<file path="src/pkg/cie_consts.svh">
// Constants for the case input evaluation and restart interlock block
`ifndef CIE_CONSTS_SVH
`define CIE_CONSTS_SVH
`define CIE_CLK_PERIOD_NS 8
`define CIE_MIN_OFF_MS 80
`define CIE_MIN_OFF_CYC ((`CIE_MIN_OFF_MS * 1000000 + `CIE_CLK_PERIOD_NS - 1) / `CIE_CLK_PERIOD_NS)
`define CIE_NUM_INPUTS 2
`define CIE_NUM_OUTPUTS 2
`define CIE_CASE_W 3
`endif

</file>
<file path="src/pkg/cie_pkg.sv">
// Types for the case input evaluation and restart interlock block
`default_nettype none
package cie_pkg;
  typedef enum logic [0:0] {
    CIE_EVAL_COMPL = 1'b0,
    CIE_EVAL_ONE_OF_N = 1'b1
  } cie_eval_type;

  typedef enum logic [1:0] {
    CIE_LK_ON = 2'b00,
    CIE_LK_HOLD = 2'b01,
    CIE_LK_WAIT_RESET = 2'b10
  } cie_lock_type;
endpackage
`default_nettype wire

</file>
<file path="src/pkg/cie_link_if.sv">
// Link between the safety controller and the case evaluation device
`default_nettype none
interface cie_link_if #(
  parameter int NUM_INPUTS  = 2,
  parameter int NUM_OUTPUTS = 2
);
  logic [NUM_INPUTS-1:0]  chan_one;
  logic [NUM_INPUTS-1:0]  chan_two;
  logic [NUM_OUTPUTS-1:0] net_reset;
  logic [NUM_OUTPUTS-1:0] safe_out;
  logic                   input_error;

  modport dev (
    input  chan_one,
    input  chan_two,
    input  net_reset,
    output safe_out,
    output input_error
  );
  modport ctl (
    output chan_one,
    output chan_two,
    output net_reset,
    input  safe_out,
    input  input_error
  );
endinterface
`default_nettype wire

</file>
<file path="src/core/cie_dev_end.sv">
// Device end: control input evaluation and per-output restart interlock
//
// How it works
// - complementary pair 10 means 0, 01 means 1
// - controller keeps every pair inverted unless user_one_of_n selects one-hot drive
// - equal pair forces outputs OFF, flags error
// - one-of-n needs exactly one high channel
// - position of the high channel selects case
// - interruption holds output OFF at least 80 ms
// - long network expectation needs interlock enabled
// - each output has switchable restart interlock
// - interlock reset arrives as network signal
// - interlocked output stays OFF after field clears
// - interlocked output turns ON only by reset
// - reset ignored while field still occupied
// - reset needs all functions operational, clears start-up
// - controller starts motion only after separate start
`default_nettype none
`include "cie_consts.svh"
module cie_dev_end
  import cie_pkg::*;
#(
  parameter int NUM_INPUTS  = `CIE_NUM_INPUTS,
  parameter int NUM_OUTPUTS = `CIE_NUM_OUTPUTS,
  parameter int MIN_OFF_CYC = `CIE_MIN_OFF_CYC
) (
  input  wire logic                   ref_clk,
  input  wire logic                   rst_b,
  cie_link_if.dev                     link,
  input  wire logic                   eval_one_of_n,
  input  wire logic [NUM_OUTPUTS-1:0] lock_enable,
  input  wire logic [NUM_OUTPUTS-1:0] field_clear,
  input  wire logic                   funcs_ok,
  output var  logic [NUM_INPUTS-1:0]  input_value,
  output var  logic [`CIE_CASE_W-1:0] case_index,
  output var  logic                   case_valid,
  output var  logic                   startup_lock
);
  localparam int CNT_W = $clog2(MIN_OFF_CYC + 1);
  localparam logic [CNT_W-1:0] HOLD_LAST = CNT_W'(MIN_OFF_CYC - 1);

  typedef struct packed {
    logic [NUM_INPUTS-1:0]  val;
    logic [`CIE_CASE_W-1:0] idx;
    logic                   err;
    logic                   startup;
    logic [NUM_OUTPUTS-1:0] out;
  } cie_dev_core_type;

  cie_dev_core_type              st_q;
  cie_dev_core_type              st_d;
  cie_lock_type                  lk_q [NUM_OUTPUTS];
  cie_lock_type                  lk_d [NUM_OUTPUTS];
  logic [CNT_W-1:0]              cnt_q [NUM_OUTPUTS];
  logic [CNT_W-1:0]              cnt_d [NUM_OUTPUTS];
  logic                          bad_in;
  logic [`CIE_CASE_W-1:0]        hot_idx;
  int unsigned                   hot_cnt;

  // ---------------------------------------------------------------
  // Control input decode
  // ---------------------------------------------------------------
  always_comb begin
    bad_in = 1'b0;
    hot_cnt = 0;
    hot_idx = '0;
    if (eval_one_of_n) begin
      for (int i = 0; i < NUM_INPUTS; i++) begin
        if (link.chan_one[i]) begin
          hot_cnt = hot_cnt + 1;
          hot_idx = `CIE_CASE_W'(2 * i);
        end
        if (link.chan_two[i]) begin
          hot_cnt = hot_cnt + 1;
          hot_idx = `CIE_CASE_W'(2 * i + 1);
        end
      end
      bad_in = (hot_cnt != 1);
    end else begin
      bad_in = |(~(link.chan_one ^ link.chan_two));
    end
  end

  // ---------------------------------------------------------------
  // Next state: decode results and interlocks
  // ---------------------------------------------------------------
  always_comb begin
    st_d = st_q;
    st_d.err = bad_in;
    if (!bad_in) begin
      if (eval_one_of_n) begin
        st_d.idx = hot_idx;
      end else begin
        st_d.val = link.chan_two;
      end
    end
    for (int k = 0; k < NUM_OUTPUTS; k++) begin
      lk_d[k] = lk_q[k];
      cnt_d[k] = cnt_q[k];
      case (lk_q[k])
        CIE_LK_ON: begin
          if (!field_clear[k] || bad_in) begin
            lk_d[k] = CIE_LK_HOLD;
            cnt_d[k] = '0;
          end
        end
        CIE_LK_HOLD: begin
          if (cnt_q[k] != HOLD_LAST) begin
            cnt_d[k] = cnt_q[k] + CNT_W'(1);
          end else if (!field_clear[k] || bad_in) begin
            cnt_d[k] = cnt_q[k];
          end else if (lock_enable[k] || st_q.startup) begin
            lk_d[k] = CIE_LK_WAIT_RESET;
          end else begin
            lk_d[k] = CIE_LK_ON;
          end
        end
        CIE_LK_WAIT_RESET: begin
          if (!field_clear[k] || bad_in) begin
            lk_d[k] = CIE_LK_HOLD;
            cnt_d[k] = '0;
          end else if (link.net_reset[k] && funcs_ok) begin
            lk_d[k] = CIE_LK_ON;
          end
        end
        default: begin
          lk_d[k] = CIE_LK_HOLD;
          cnt_d[k] = '0;
        end
      endcase
      st_d.out[k] = (lk_d[k] == CIE_LK_ON) && !bad_in;
    end
    if (funcs_ok && !bad_in && (|link.net_reset) && (&field_clear)) begin
      st_d.startup = 1'b0;
    end
  end

  // ---------------------------------------------------------------
  // Registers
  // ---------------------------------------------------------------
  always_ff @(posedge ref_clk or negedge rst_b) begin
    if (!rst_b) begin
      st_q <= '{val: '0, idx: '0, err: 1'b0, startup: 1'b1, out: '0};
      for (int k = 0; k < NUM_OUTPUTS; k++) begin
        lk_q[k] <= CIE_LK_HOLD;
        cnt_q[k] <= '0;
      end
    end else begin
      st_q <= st_d;
      for (int k = 0; k < NUM_OUTPUTS; k++) begin
        lk_q[k] <= lk_d[k];
        cnt_q[k] <= cnt_d[k];
      end
    end
  end

  assign link.safe_out = st_q.out;
  assign link.input_error = st_q.err;
  assign input_value = st_q.val;
  assign case_index = st_q.idx;
  assign case_valid = !st_q.err;
  assign startup_lock = st_q.startup;
endmodule
`default_nettype wire

</file>
<file path="src/flat_wrapper.sv">
// flat-port wrapper written by rule: the top's interface ports become plain ports
module cie_dev_end_flat import cie_pkg::*;
#(
  parameter int NUM_INPUTS  = `CIE_NUM_INPUTS,
  parameter int NUM_OUTPUTS = `CIE_NUM_OUTPUTS,
  parameter int MIN_OFF_CYC = `CIE_MIN_OFF_CYC
)
  (ref_clk, rst_b, eval_one_of_n, lock_enable, field_clear, funcs_ok, input_value, case_index, case_valid, startup_lock, link_chan_one, link_chan_two, link_net_reset, link_safe_out, link_input_error);
  cie_link_if #(.NUM_INPUTS(NUM_INPUTS), .NUM_OUTPUTS(NUM_OUTPUTS)) link_i ();
  input  wire logic ref_clk;
  input  wire logic rst_b;
  input  wire logic eval_one_of_n;
  input  wire logic [NUM_OUTPUTS-1:0] lock_enable;
  input  wire logic [NUM_OUTPUTS-1:0] field_clear;
  input  wire logic funcs_ok;
  output var  logic [NUM_INPUTS-1:0] input_value;
  output var  logic [`CIE_CASE_W-1:0] case_index;
  output var  logic case_valid;
  output var  logic startup_lock;
  input wire logic [$bits(link_i.chan_one)-1:0] link_chan_one;
  input wire logic [$bits(link_i.chan_two)-1:0] link_chan_two;
  input wire logic [$bits(link_i.net_reset)-1:0] link_net_reset;
  output wire logic [$bits(link_i.safe_out)-1:0] link_safe_out;
  output wire logic [$bits(link_i.input_error)-1:0] link_input_error;
  assign link_i.chan_one = link_chan_one;
  assign link_i.chan_two = link_chan_two;
  assign link_i.net_reset = link_net_reset;
  assign link_safe_out = link_i.safe_out;
  assign link_input_error = link_i.input_error;
  cie_dev_end #(.NUM_INPUTS(NUM_INPUTS), .NUM_OUTPUTS(NUM_OUTPUTS), .MIN_OFF_CYC(MIN_OFF_CYC)) u_core (.ref_clk(ref_clk), .rst_b(rst_b), .link(link_i), .eval_one_of_n(eval_one_of_n), .lock_enable(lock_enable), .field_clear(field_clear), .funcs_ok(funcs_ok), .input_value(input_value), .case_index(case_index), .case_valid(case_valid), .startup_lock(startup_lock));
endmodule
</file>
<file path="config.mk">
export PLATFORM = sky130hd
export DESIGN_NAME = cie_dev_end_flat
export DESIGN_NICKNAME = d
export VERILOG_FILES = /design/src/pkg/cie_pkg.sv /design/src/pkg/cie_link_if.sv /design/src/core/cie_dev_end.sv /design/src/flat_wrapper.sv
export VERILOG_INCLUDE_DIRS = /design/src /design/src/pkg
export SDC_FILE = /design/constraint.sdc
export NUM_CORES = 1
export LEC_CHECK = 0
export BUFFER_PORTS_ARGS = -buffer_cell sky130_fd_sc_hd__buf_2
export CAP_MARGIN = 10
export CORE_MARGIN = 3
export CORE_UTILIZATION = 55
export CTS_CLUSTER_DIAMETER = 40
export DETAILED_ROUTE_END_ITERATION = 16
export HOLD_SLACK_MARGIN = 0.02
export PLACE_DENSITY_LB_ADDON = 0.25
export SYNTH_ARGS = -nofsm -noshare
export SYNTH_HDL_FRONTEND = slang
export SYNTH_SLANG_ARGS = --single-unit
</file>
<file path="constraint.sdc">
create_clock -name ref_clk -period 2.8 [get_ports ref_clk]
set_clock_uncertainty 0.2 [all_clocks]
set_input_delay 0.14 -clock ref_clk [delete_from_list [all_inputs] [get_ports ref_clk]]
set_output_delay 0.14 -clock ref_clk [all_outputs]
set_load 0.02 [all_outputs]
</file>
# --- Word level (Yosys, flattened, before mapping) ---
# Cells that the tools add are included.
word_totals:
  inputBits: 14
  out_inout_bits: 10
  regBits: 61
  elab_cells: 89
classes:
  muxes: 32
  add_sub_neg: 5
  reduce_logical: 28
  n_eq_ne: 11
  bitwise_logic: 4
ops:
  columns: ["op", "count"]
  rows:
  - ["2-to-1 mux 32 bit", 7]
  - ["adder 32 x 1 -> 32 bit, second input constant", 3]
  - ["2-to-1 mux 24 bit", 4]
  - ["case mux 24 bit (2 select lines)", 2]
  - ["adder 24 x 1 -> 24 bit, second input constant", 2]
  - ["inequality test 24 bit, second input constant", 2]
  - ["inequality test 32 x 1 -> 1 bit, second input constant", 1]
  - ["2-to-1 mux 2 bit", 14]
  - ["case mux 2 bit (3 select lines)", 2]
  - ["AND reduction 2 bit", 5]
  - ["zero test 2 bit", 4]
  - ["inequality test 2 x 1 -> 1 bit, second input constant", 4]
  - ["OR reduction 2 bit", 4]
  - ["logical AND 1 bit", 7]
  - ["== test 2 x 1 -> 1 bit, second input constant", 2]
  - ["== test 2 bit, second input constant", 2]
  - ["zero test 1 bit", 4]
  - ["logical OR 1 bit", 4]
  - ["2-to-1 mux 1 bit", 3]
  - ["NOT 1 bit", 2]
  - ["NOT 2 bit", 1]
  - ["XOR 2 bit", 1]

# --- Depth between registers and ports, before layout ---
# Gate-level depths: netlist (run 1).
depth:
  depth_word: 19
  mapped_depth: 10
  mapped_depth_nobuf: 10

# --- Worst setup path before layout (run 1) ---
# OpenSTA, ideal clock, no wires.
synth_path:
  kind: "in2reg"
  startpoint: "input port link_chan_two[0]"
  endpoint: "register u_core.cnt_q[12] (netlist bit)"
  arrival_time_ns: 2.262
  slack_ns: 0.214
  n_path_buf: 1
  setup_time_ns: 0.124
  cell_stages: 10
  required_ns: 2.476
  path_cell_list: "inv_1 > ha_1 > xor2_1 > ha_1 > nor3b_1 > a311o_1 > a41o_1 > and2_1 > clkbuf_1 > a211o_1"
synth_via:
  elab_chain_cells: 13
  word_cells_on_any_way: 16
  cone_classes: "add/sub: 2; eq/ne: 2; mux: 7; bitwise: 2; reduce/logical: 3"
synth_lines:
  columns: ["item", "line_no", "rtl"]
  rows:
  - ["from (decl)", "flat_wrapper.sv:21", "input wire logic [$bits(link_i.chan_two)-1:0] link_chan_two;"]
  - ["2-to-1 mux 32 bit", "cie_dev_end.sv:73", "if (link.chan_two[i]) begin"]
  - ["2-to-1 mux 32 bit", "cie_dev_end.sv:67", "if (eval_one_of_n) begin"]
  - ["adder 32 x 1 -> 32 bit", "cie_dev_end.sv:70", "hot_cnt = hot_cnt + 1;"]
  - ["2-to-1 mux 32 bit", "cie_dev_end.sv:69", "if (link.chan_one[i]) begin"]
  - ["2-to-1 mux 32 bit", "cie_dev_end.sv:67", null]
  - ["adder 32 x 1 -> 32 bit", "cie_dev_end.sv:74", "hot_cnt = hot_cnt + 1;"]
  - ["2-to-1 mux 32 bit", "cie_dev_end.sv:73", null]
  - ["2-to-1 mux 32 bit", "cie_dev_end.sv:67", null]
  - ["inequality test 32 x 1 -> 1 bit", "cie_dev_end.sv:78", "bad_in = (hot_cnt != 1);"]
  - ["2-to-1 mux 1 bit (*)", "cie_dev_end.sv:67", null]
  - ["logical OR 1 bit (*)", "cie_dev_end.sv:102, cie_dev_end.sv:119", null]
  - ["inequality test 2 x 1 -> 1 bit (no line) (*)", null, null]
  - ["AND reduction 2 bit (no line) (*)", null, null]
  - ["to (signal, indexed assignment)", "cie_dev_end.sv:152", "cnt_q[k] <= cnt_d[k];"]
  - ["to (decl)", "cie_dev_end.sv:54", "logic [CNT_W-1:0] cnt_q [NUM_OUTPUTS];"]
# Every way passes the cells marked *; elsewhere a longest branch is shown, timed or not. The select of a mux whose other input is x is not followed.
# A chain may end at the register's enable or synchronous reset.

==> reports/results.tsv, run 1 <==
stage	metric	value	unit
setup_path	R2R cell count	5	
floorplanning	Die Area	0.00743	mm²
placement	dpl cell area	0.00377	mm²
logic_synthesis	Post-synth ARST share	100	%
global_routing	met3 Usage GRT	4.09	%
layout	multi-input gate area in the final layout	0.00191	mm²
worst_hold_path	Hold Path End	u_core.input_value[0]	
setup_path	CP Max Fanout	5	
setup_path	critical path required time	2.86	ns
placement	Detail Placement HPWL	5720	µm
sta	final worst-path cycle share	93.5	%
logic_synthesis	Post-Syn Area per Cell	8.80	µm²
setup_path	Critical Path Sink Type	flip-flop	
worst_hold_path	Tightest Hold Check Type	in -> reg	
worst_hold_path	hold path cells	3	
sta	final count of negative-setup-slack endpoints	0	
global_routing	GR Layer Usage met1	34.2	%
clock_tree	CTS H-tree lvls	3	
layout	Final nets	464	
layout	design area	0.00409	mm²
global_routing	GR Util met2	40.5	%
clock_tree	Clock Path Buffers	2	
placement	Port Buffer Count	22	
sta	Tightest Pin Transition	0.662	ns
clock_tree	CTS tree	built	
layout	Ant. Diodes	0	
worst_hold_path	HP Start	eval_one_of_n	
logic_synthesis	predominant post-synthesis flop cell	dfrtp_1	
floorplanning	Rows	28	
clock_tree	worst skew pair latency	0.34	ns
logic_synthesis	Cell variety after synth	57	
pwr	Pleak	1.92	nW
logic_synthesis	Post-synth EDFFs	0	
global_routing	gr busiest metal	met2	
detailed_routing	vias	3428	
layout	Register Area	0.00151	mm²
layout	post-layout util	67.5	%
sta	fmax	382	MHz
placement	Post-Place Cells	493	
logic_synthesis	Syn Inst Count	402	
setup_path	critical path arrival	2.68	ns
logic_synthesis	Cell Area, Synth	0.00354	mm²
pwr	Worst IR Drop VDD	0.402	mV
layout	fillers	482	
pwr	power density cells	511	mW/mm²
detailed_routing	via-per-instance ratio	6.54	
setup_path	r2r startpoint	u_core.cnt_q[21]	
setup_path	Setup Crit Path Kind	reg -> reg	
setup_path	Worst R2R Setup Slack	0.18	ns
detailed_routing	DRC viols	0	
sta	unrepaired setup endpoints after global routing	no	
detailed_routing	TritonRoute pass-1 iters	5	
floorplanning	core area	0.00606	mm²
detailed_routing	DRT Wirelength	8680	µm
sta	Fin. Hold Viols	0	
pwr	Tot Pwr	2.09	mW
setup_path	Setup crit start kind	flip-flop	
sta	Final TNS setup	0	ns
layout	share of cells above drive strength 1	12.7	%
global_routing	total grt overflow	0	
clock_tree	clk slew on worst S/H paths	0.07	ns
detailed_routing	antenna-violating nets left	0	
placement	GP Congestion	0.906	
run	MaxCap Viol Count	0	
floorplanning	Die Ht	86.2	µm
global_routing	GRT Total Usage	25.2	%
detailed_routing	WL/cell	16.6	µm
floorplanning	Initial Util	58.3	%
global_routing	largest net degree at the start of global routing	36	
global_routing	first-pass GRT wire length	15000	µm
floorplanning	die extent in x	86.2	µm
layout	non-filler cells, final	524	
global_routing	initial antenna violation count	0	
sta	final slew viol count	0	
setup_path	r2r endpoint	u_core.link.safe_out[1]	
logic_synthesis	syn nets	422	
detailed_routing	Initial DRC Count	393	
logic_synthesis	Seq/Total Area, Yosys	42.6	%
sta	Final min period	2.62	ns
floorplanning	Boundary Pins	24	
global_routing	vias in the first global route	3232	
clock_tree	Root Driver	clkbuf_8	
sta	relative slew slack	55.9	%
clock_tree	clock sinks	60	
status	outcome	completed	
logic_synthesis	Ys Warns	0	
logic_synthesis	Synth Register Bits	60	
clock_tree	CTS Buf Count	9	
layout	Area growth syn-to-layout	15.7	%
## cell usage in the layout (no fill, tap or decap), types with 12 or more instances in the layout
cell and count:
nor3_1 16, nand2_1 47, nor2_1 17, buf_4 12
dlygate4sd3_1 14, a21oi_1 24, and3_1 14, nand3_1 34
a31oi_1 17, a211o_1 15, inv_1 14, dfrtp_1 57
buf_2 22
## metal layers
| layer | wire (µm) | vias to the layer above |
|---|---|---|
| met1 | 3860 | 1660 |
| met4 | 140 | 0 |
| met5 | 0 | - |
| met3 | 527 | 16 |
| met2 | 4140 | 135 |
| li1 | - | 1617 |
## repair_timing
item                                    4_1_cts  5_1_grt
hold buffers                                 14        0
setup buffers                                 0        1
gates resized for setup                       0        1
hold endpoints to repair                     36        0
endpoints found under the setup margin        0        1
## Yosys cell counts (2+ instances only)
library cell | instances | share of area, %
a211o_1 | 15 | 3.7
a21o_1 | 2 | 0.42
a21oi_1 | 24 | 3.4
a221o_1 | 3 | 0.85
a31oi_1 | 17 | 3.0
a41o_1 | 2 | 0.57
a41oi_1 | 2 | 0.50
and2_1 | 7 | 1.2
and3_1 | 14 | 2.5
and4_1 | 4 | 0.99
and4b_1 | 2 | 0.57
buf_2 | 2 | 0.28
clkbuf_1 | 15 | 1.6
dfrtp_1 | 57 | 40
dfstp_2 | 3 | 2.2
ha_1 | 6 | 2.1
inv_1 | 14 | 1.5
mux2i_1 | 3 | 0.85
nand2_1 | 48 | 5.1
nand2b_1 | 2 | 0.35
nand3_1 | 34 | 4.8
nand4_1 | 10 | 1.8
nor2_1 | 17 | 1.8
nor2b_1 | 3 | 0.53
nor3_1 | 16 | 2.3
nor4_1 | 11 | 1.9
nor4b_1 | 2 | 0.50
o211a_1 | 3 | 0.85
o211ai_1 | 9 | 1.9
o21a_1 | 2 | 0.42
o21ai_0 | 11 | 1.6
or2_2 | 2 | 0.35
or3_1 | 4 | 0.71
or4_1 | 11 | 2.3
or4b_1 | 2 | 0.57
xnor2_1 | 2 | 0.50
## cells by family (layout without fill, tap and decap cells)
| logic type | after synthesis | after routing | synth area share [%] |
|---|---|---|---|
| compound gates | 102 | 102 | 20.1 |
| xor+xnor | 3 | 3 | 0.743 |
| fa+ha+maj | 6 | 6 | 2.12 |
| buf+inv | 32 | 79 | 3.57 |
| flops | 60 | 60 | 42.6 |
| mux | 4 | 4 | 1.17 |
| other cells | 1 | 1 | 0.106 |
| simple gates | 194 | 194 | 29.6 |
## where the power goes
part	total, mW	internal (mW)	switching, mW
Clock	0.709	0.368	0.341
Combinational	0.318	0.145	0.173
Sequential	1.06	0.956	0.107
Total	2.09	1.47	0.621
## worst max-delay path, stage by stage, from the launching register on
cell     delay, ns
dfrtp_1       0.43
or4b_1        0.52
or3_1         0.43
or3_4         0.38
or4_1         0.41
a21oi_1       0.17
## stage by stage
step	hold slack [ns]	setup slack (ns)
after global routing	0.0662	0.0501
after global placement	-0.00854	0.0850
final	0.0480	0.182
after CTS	0.0399	0.0713
after floorplan	-0.356	0.214
after detailed placement	0.000783	-0.0245
## area by class of cell
class                           count  area share [%]
Inverter                           14            1.28
Timing Repair Buffer               49            8.81
Clock inverter                      2           0.245
Sequential cell                    60            36.8
Clock buffer                       14            3.98
Multi-Input combinational cell    310            46.6
Tap cell                           75            2.29
## state kept, by name, indices dropped and copies added, names as in the netlist
register / flops
u_core.link.safe_out: 2
u_core.startup_lock: 1
u_core.input_value: 2
u_core.case_index: 2
u_core.lk_q: 4
u_core.link.input_error: 1
u_core.cnt_q: 48
## worst max path at each step
stage	slack, ns	depth (start not counted)	start	endpoint
after floorplan	0.21	10	link_chan_two[0]	u_core.cnt_q[12]
after global placement	0.08	10	link_chan_two[0]	u_core.cnt_q[15]
after detailed placement	-0.02	10	link_chan_two[0]	u_core.cnt_q[15]
after CTS	0.07	11	link_chan_two[0]	u_core.startup_lock
after global routing	0.05	12	link_chan_two[0]	u_core.startup_lock
final	0.18	5	u_core.cnt_q[21]	u_core.link.safe_out[1]
No activity file was read; power rests on OpenSTA's default activity.
==> inputs of run 2 (changes only) <==
--- a/config.mk
+++ b/config.mk
@@ -10,6 +10,7 @@
 export CAP_MARGIN = 10
 export CORE_MARGIN = 3
 export CORE_UTILIZATION = 55
+export CTS_BUF_LIST = sky130_fd_sc_hd__clkbuf_16
 export CTS_CLUSTER_DIAMETER = 40
 export DETAILED_ROUTE_END_ITERATION = 16
 export HOLD_SLACK_MARGIN = 0.02
==> run 2 against run 1 <==
Maximum frequency down 2.4%; wire length rose by 3.7%; critical endpoint is now u_core.startup_lock; power rose by 12%; largest cell class unchanged; core utilization is 1.4 points higher; first-iteration DRC count is 22% lower.
==> reports/results.tsv, run 2 (synthesized netlist as in run 1, its figures left out) <==
stage	metric	value	unit	change
pwr	combinational power share	13.8	%	was 15.2%
floorplanning	Die Ht	86.2	µm	unchanged
clock_tree	CTS H-tree lvls	3		unchanged
sta	WHS	0.0385	ns	was 0.0480 ns
pwr	Int Power	1.68	mW	was 1.47 mW
floorplanning	Rows	28		unchanged
layout	Final nets	463		was 464
sta	final worst slack	0.119	ns	was 0.182 ns
sta	Tightest Pin Transition	0.680	ns	was 0.662 ns
layout	largest register by flop count	u_core.cnt_q		unchanged
detailed_routing	Initial DRC Count	306		was 393
detailed_routing	antenna-violating nets left	0		unchanged
clock_tree	Root Driver	clkbuf_16		was clkbuf_8
placement	worst slack, placed	-0.0245	ns	unchanged
setup_path	Setup crit start kind	input pin		was flip-flop
placement	Detail Placement HPWL	5720	µm	unchanged
setup_path	Setup Crit Path Kind	in -> reg		was reg -> reg
floorplanning	die extent in x	86.2	µm	unchanged
setup_path	critical path arrival	2.74	ns	was 2.68 ns
detailed_routing	DRC viols	0		unchanged
floorplanning	Die Area	0.00743	mm²	unchanged
setup_path	Worst R2R Setup Slack	0.18	ns	about the same
global_routing	largest net degree at the start of global routing	36		unchanged
detailed_routing	DRT Wirelength	9000	µm	was 8680 µm
global_routing	initial antenna violation count	0		unchanged
sta	Fin. Hold Viols	0		unchanged
layout	Area growth syn-to-layout	18.0	%	was 15.7%
worst_hold_path	Tightest Hold Check Type	in -> reg		unchanged
layout	non-filler cells, final	523		was 524
setup_path	critical path required time	2.86	ns	about the same
sta	Final min period	2.68	ns	was 2.62 ns
run	MaxCap Viol Count	0		unchanged
detailed_routing	TritonRoute pass-1 iters	5		unchanged
global_routing	first-pass GRT wire length	15200	µm	was 15000 µm
sta	fmax	373	MHz	was 382 MHz
placement	Post-Place Cells	493		unchanged
detailed_routing	WL/cell	17.2	µm	was 16.6 µm
pwr	Clock power frac	40.7	%	was 33.9%
layout	most frequent cells in the layout	dfrtp_1 (57), nand2_1 (47), nand3_1 (34)		unchanged
clock_tree	worst skew pair latency	0.32	ns	was 0.34 ns
layout	Ant. Diodes	0		unchanged
layout	Register Area	0.00151	mm²	unchanged
layout	top flop regs	u_core.cnt_q (48), u_core.lk_q (4)		unchanged
clock_tree	clock sinks	60		unchanged
layout	most common cell after layout, fill and taps aside	dfrtp_1		unchanged
placement	Port Buffer Count	22		unchanged
sta	final slew viol count	0		unchanged
sta	final worst-path cycle share	95.8	%	was 93.5%
clock_tree	CTS tree	built		unchanged
placement	GP Congestion	0.906		unchanged
sta	final count of negative-setup-slack endpoints	0		unchanged
setup_path	CP Max Fanout	8		was 5
pwr	Pleak	1.97	nW	was 1.92 nW
setup_path	Critical Path Sink Type	flip-flop		unchanged
layout	multi-input gate area in the final layout	0.00191	mm²	about the same
floorplanning	Initial Util	58.3	%	unchanged
pwr	switch share	28.3	%	was 29.7%
pwr	sequential power share	45.4	%	was 50.9%
clock_tree	clk slew on worst S/H paths	0.05	ns	was 0.07 ns
clock_tree	CTS Buf Count	9		unchanged
detailed_routing	vias	3441		was 3428
floorplanning	Boundary Pins	24		unchanged
global_routing	total grt overflow	0		unchanged
sta	relative slew slack	54.7	%	was 55.9%
layout	post-layout util	68.9	%	was 67.5%
layout	fillers	470		was 482
status	outcome	completed		unchanged
layout	share of cells above drive strength 1	12.5	%	was 12.7%
pwr	Worst IR Drop VDD	0.369	mV	was 0.402 mV
global_routing	GRT Total Usage	25.5	%	was 25.2%
pwr	power density cells	563	mW/mm²	was 511 mW/mm²
pwr	sw power	666	µW	was 621 µW
detailed_routing	via-per-instance ratio	6.58		was 6.54
layout	max reg flops	48		unchanged
floorplanning	core area	0.00606	mm²	unchanged
global_routing	vias in the first global route	3322		was 3232
clock_tree	Clock Path Buffers	2		unchanged
## run 2: cell count changes in the layout (fill, tap and decap cells not counted), moves of 2 or more
cell	change
clkinv_1	+2
clkbuf_16	+9
clkbuf_8	-11
clkbuf_1	-3
inv_1	+3
## run 2: path summary, 6_finish.rpt
| check | start | end | depth (start not counted) |
|---|---|---|---|
| min | link_chan_two[1] | u_core.input_value[1] | 3 |
| max reg2reg | u_core.cnt_q[21] | u_core.link.safe_out[1] | 5 |
| max in group asynchronous | rst_b | u_core.lk_q[2] | 3 |
| max | link_chan_two[0] | u_core.startup_lock | 12 |
| min reg2reg | u_core.input_value[0] | u_core.input_value[0] | 2 |
| min in group asynchronous | rst_b | u_core.cnt_q[23] | 2 |
## run 2: power by group through the flow
stage	Sequential (mW)	Clock [mW]	Combinational (mW)
after floorplan	1.08	0	0.161
after global placement	1.07	0	0.287
after detailed placement	1.07	0	0.300
after CTS	1.06	0.962	0.314
after global routing	1.08	1.00	0.361
final	1.07	0.957	0.325
## run 2: layout make-up
| cell class | count | share of cell area, % |
|---|---|---|
| sequential | 60 | 36.1 |
| clock buffer | 9 | 5.40 |
| timing repair buffer | 48 | 8.48 |
| clock inverter | 7 | 0.689 |
| tap | 75 | 2.25 |
| inverter | 14 | 1.26 |
| multi-input combinational | 310 | 45.9 |
## run 2: through the flow
step | TNS (ns) | cell area (µm²) | total power, mW
after global placement | 0 | 3770 | 1.35
after CTS | 0 | 4150 | 2.34
after detailed placement | -0.0380 | 3770 | 1.37
after global routing | -0.00369 | 4170 | 2.44
final | 0 | 4170 | 2.35
after floorplan | 0 | 3540 | 1.24
## run 2: repair_timing
item / CTS / global route
setup endpoints to repair: 0 / 1
setup buffers: 0 / 1
hold buffers: 13 / 0
endpoints found under the hold margin: 35 / 0
resized for setup: 0 / 3
## run 2: metal layers
metal	routed length (µm)	vias to the layer above	global-route usage [%]
li1	-	1619	-
met1	3960	1676	33.5
met3	478	20	4.37
met5	0	-	0
met4	202	0	11.2
met2	4360	126	41.6
## run 2: worst max-delay path, cell delays in order
cell and delay [ns]:
buf_2 0.10, inv_1 0.05, ha_1 0.32, xor2_1 0.18, ha_1 0.32, nor3b_1 0.06, a311o_1 0.35, a41o_1 0.27
buf_6 0.15, nand2_2 0.12, o21a_1 0.14, dlygate4sd3_1 0.55
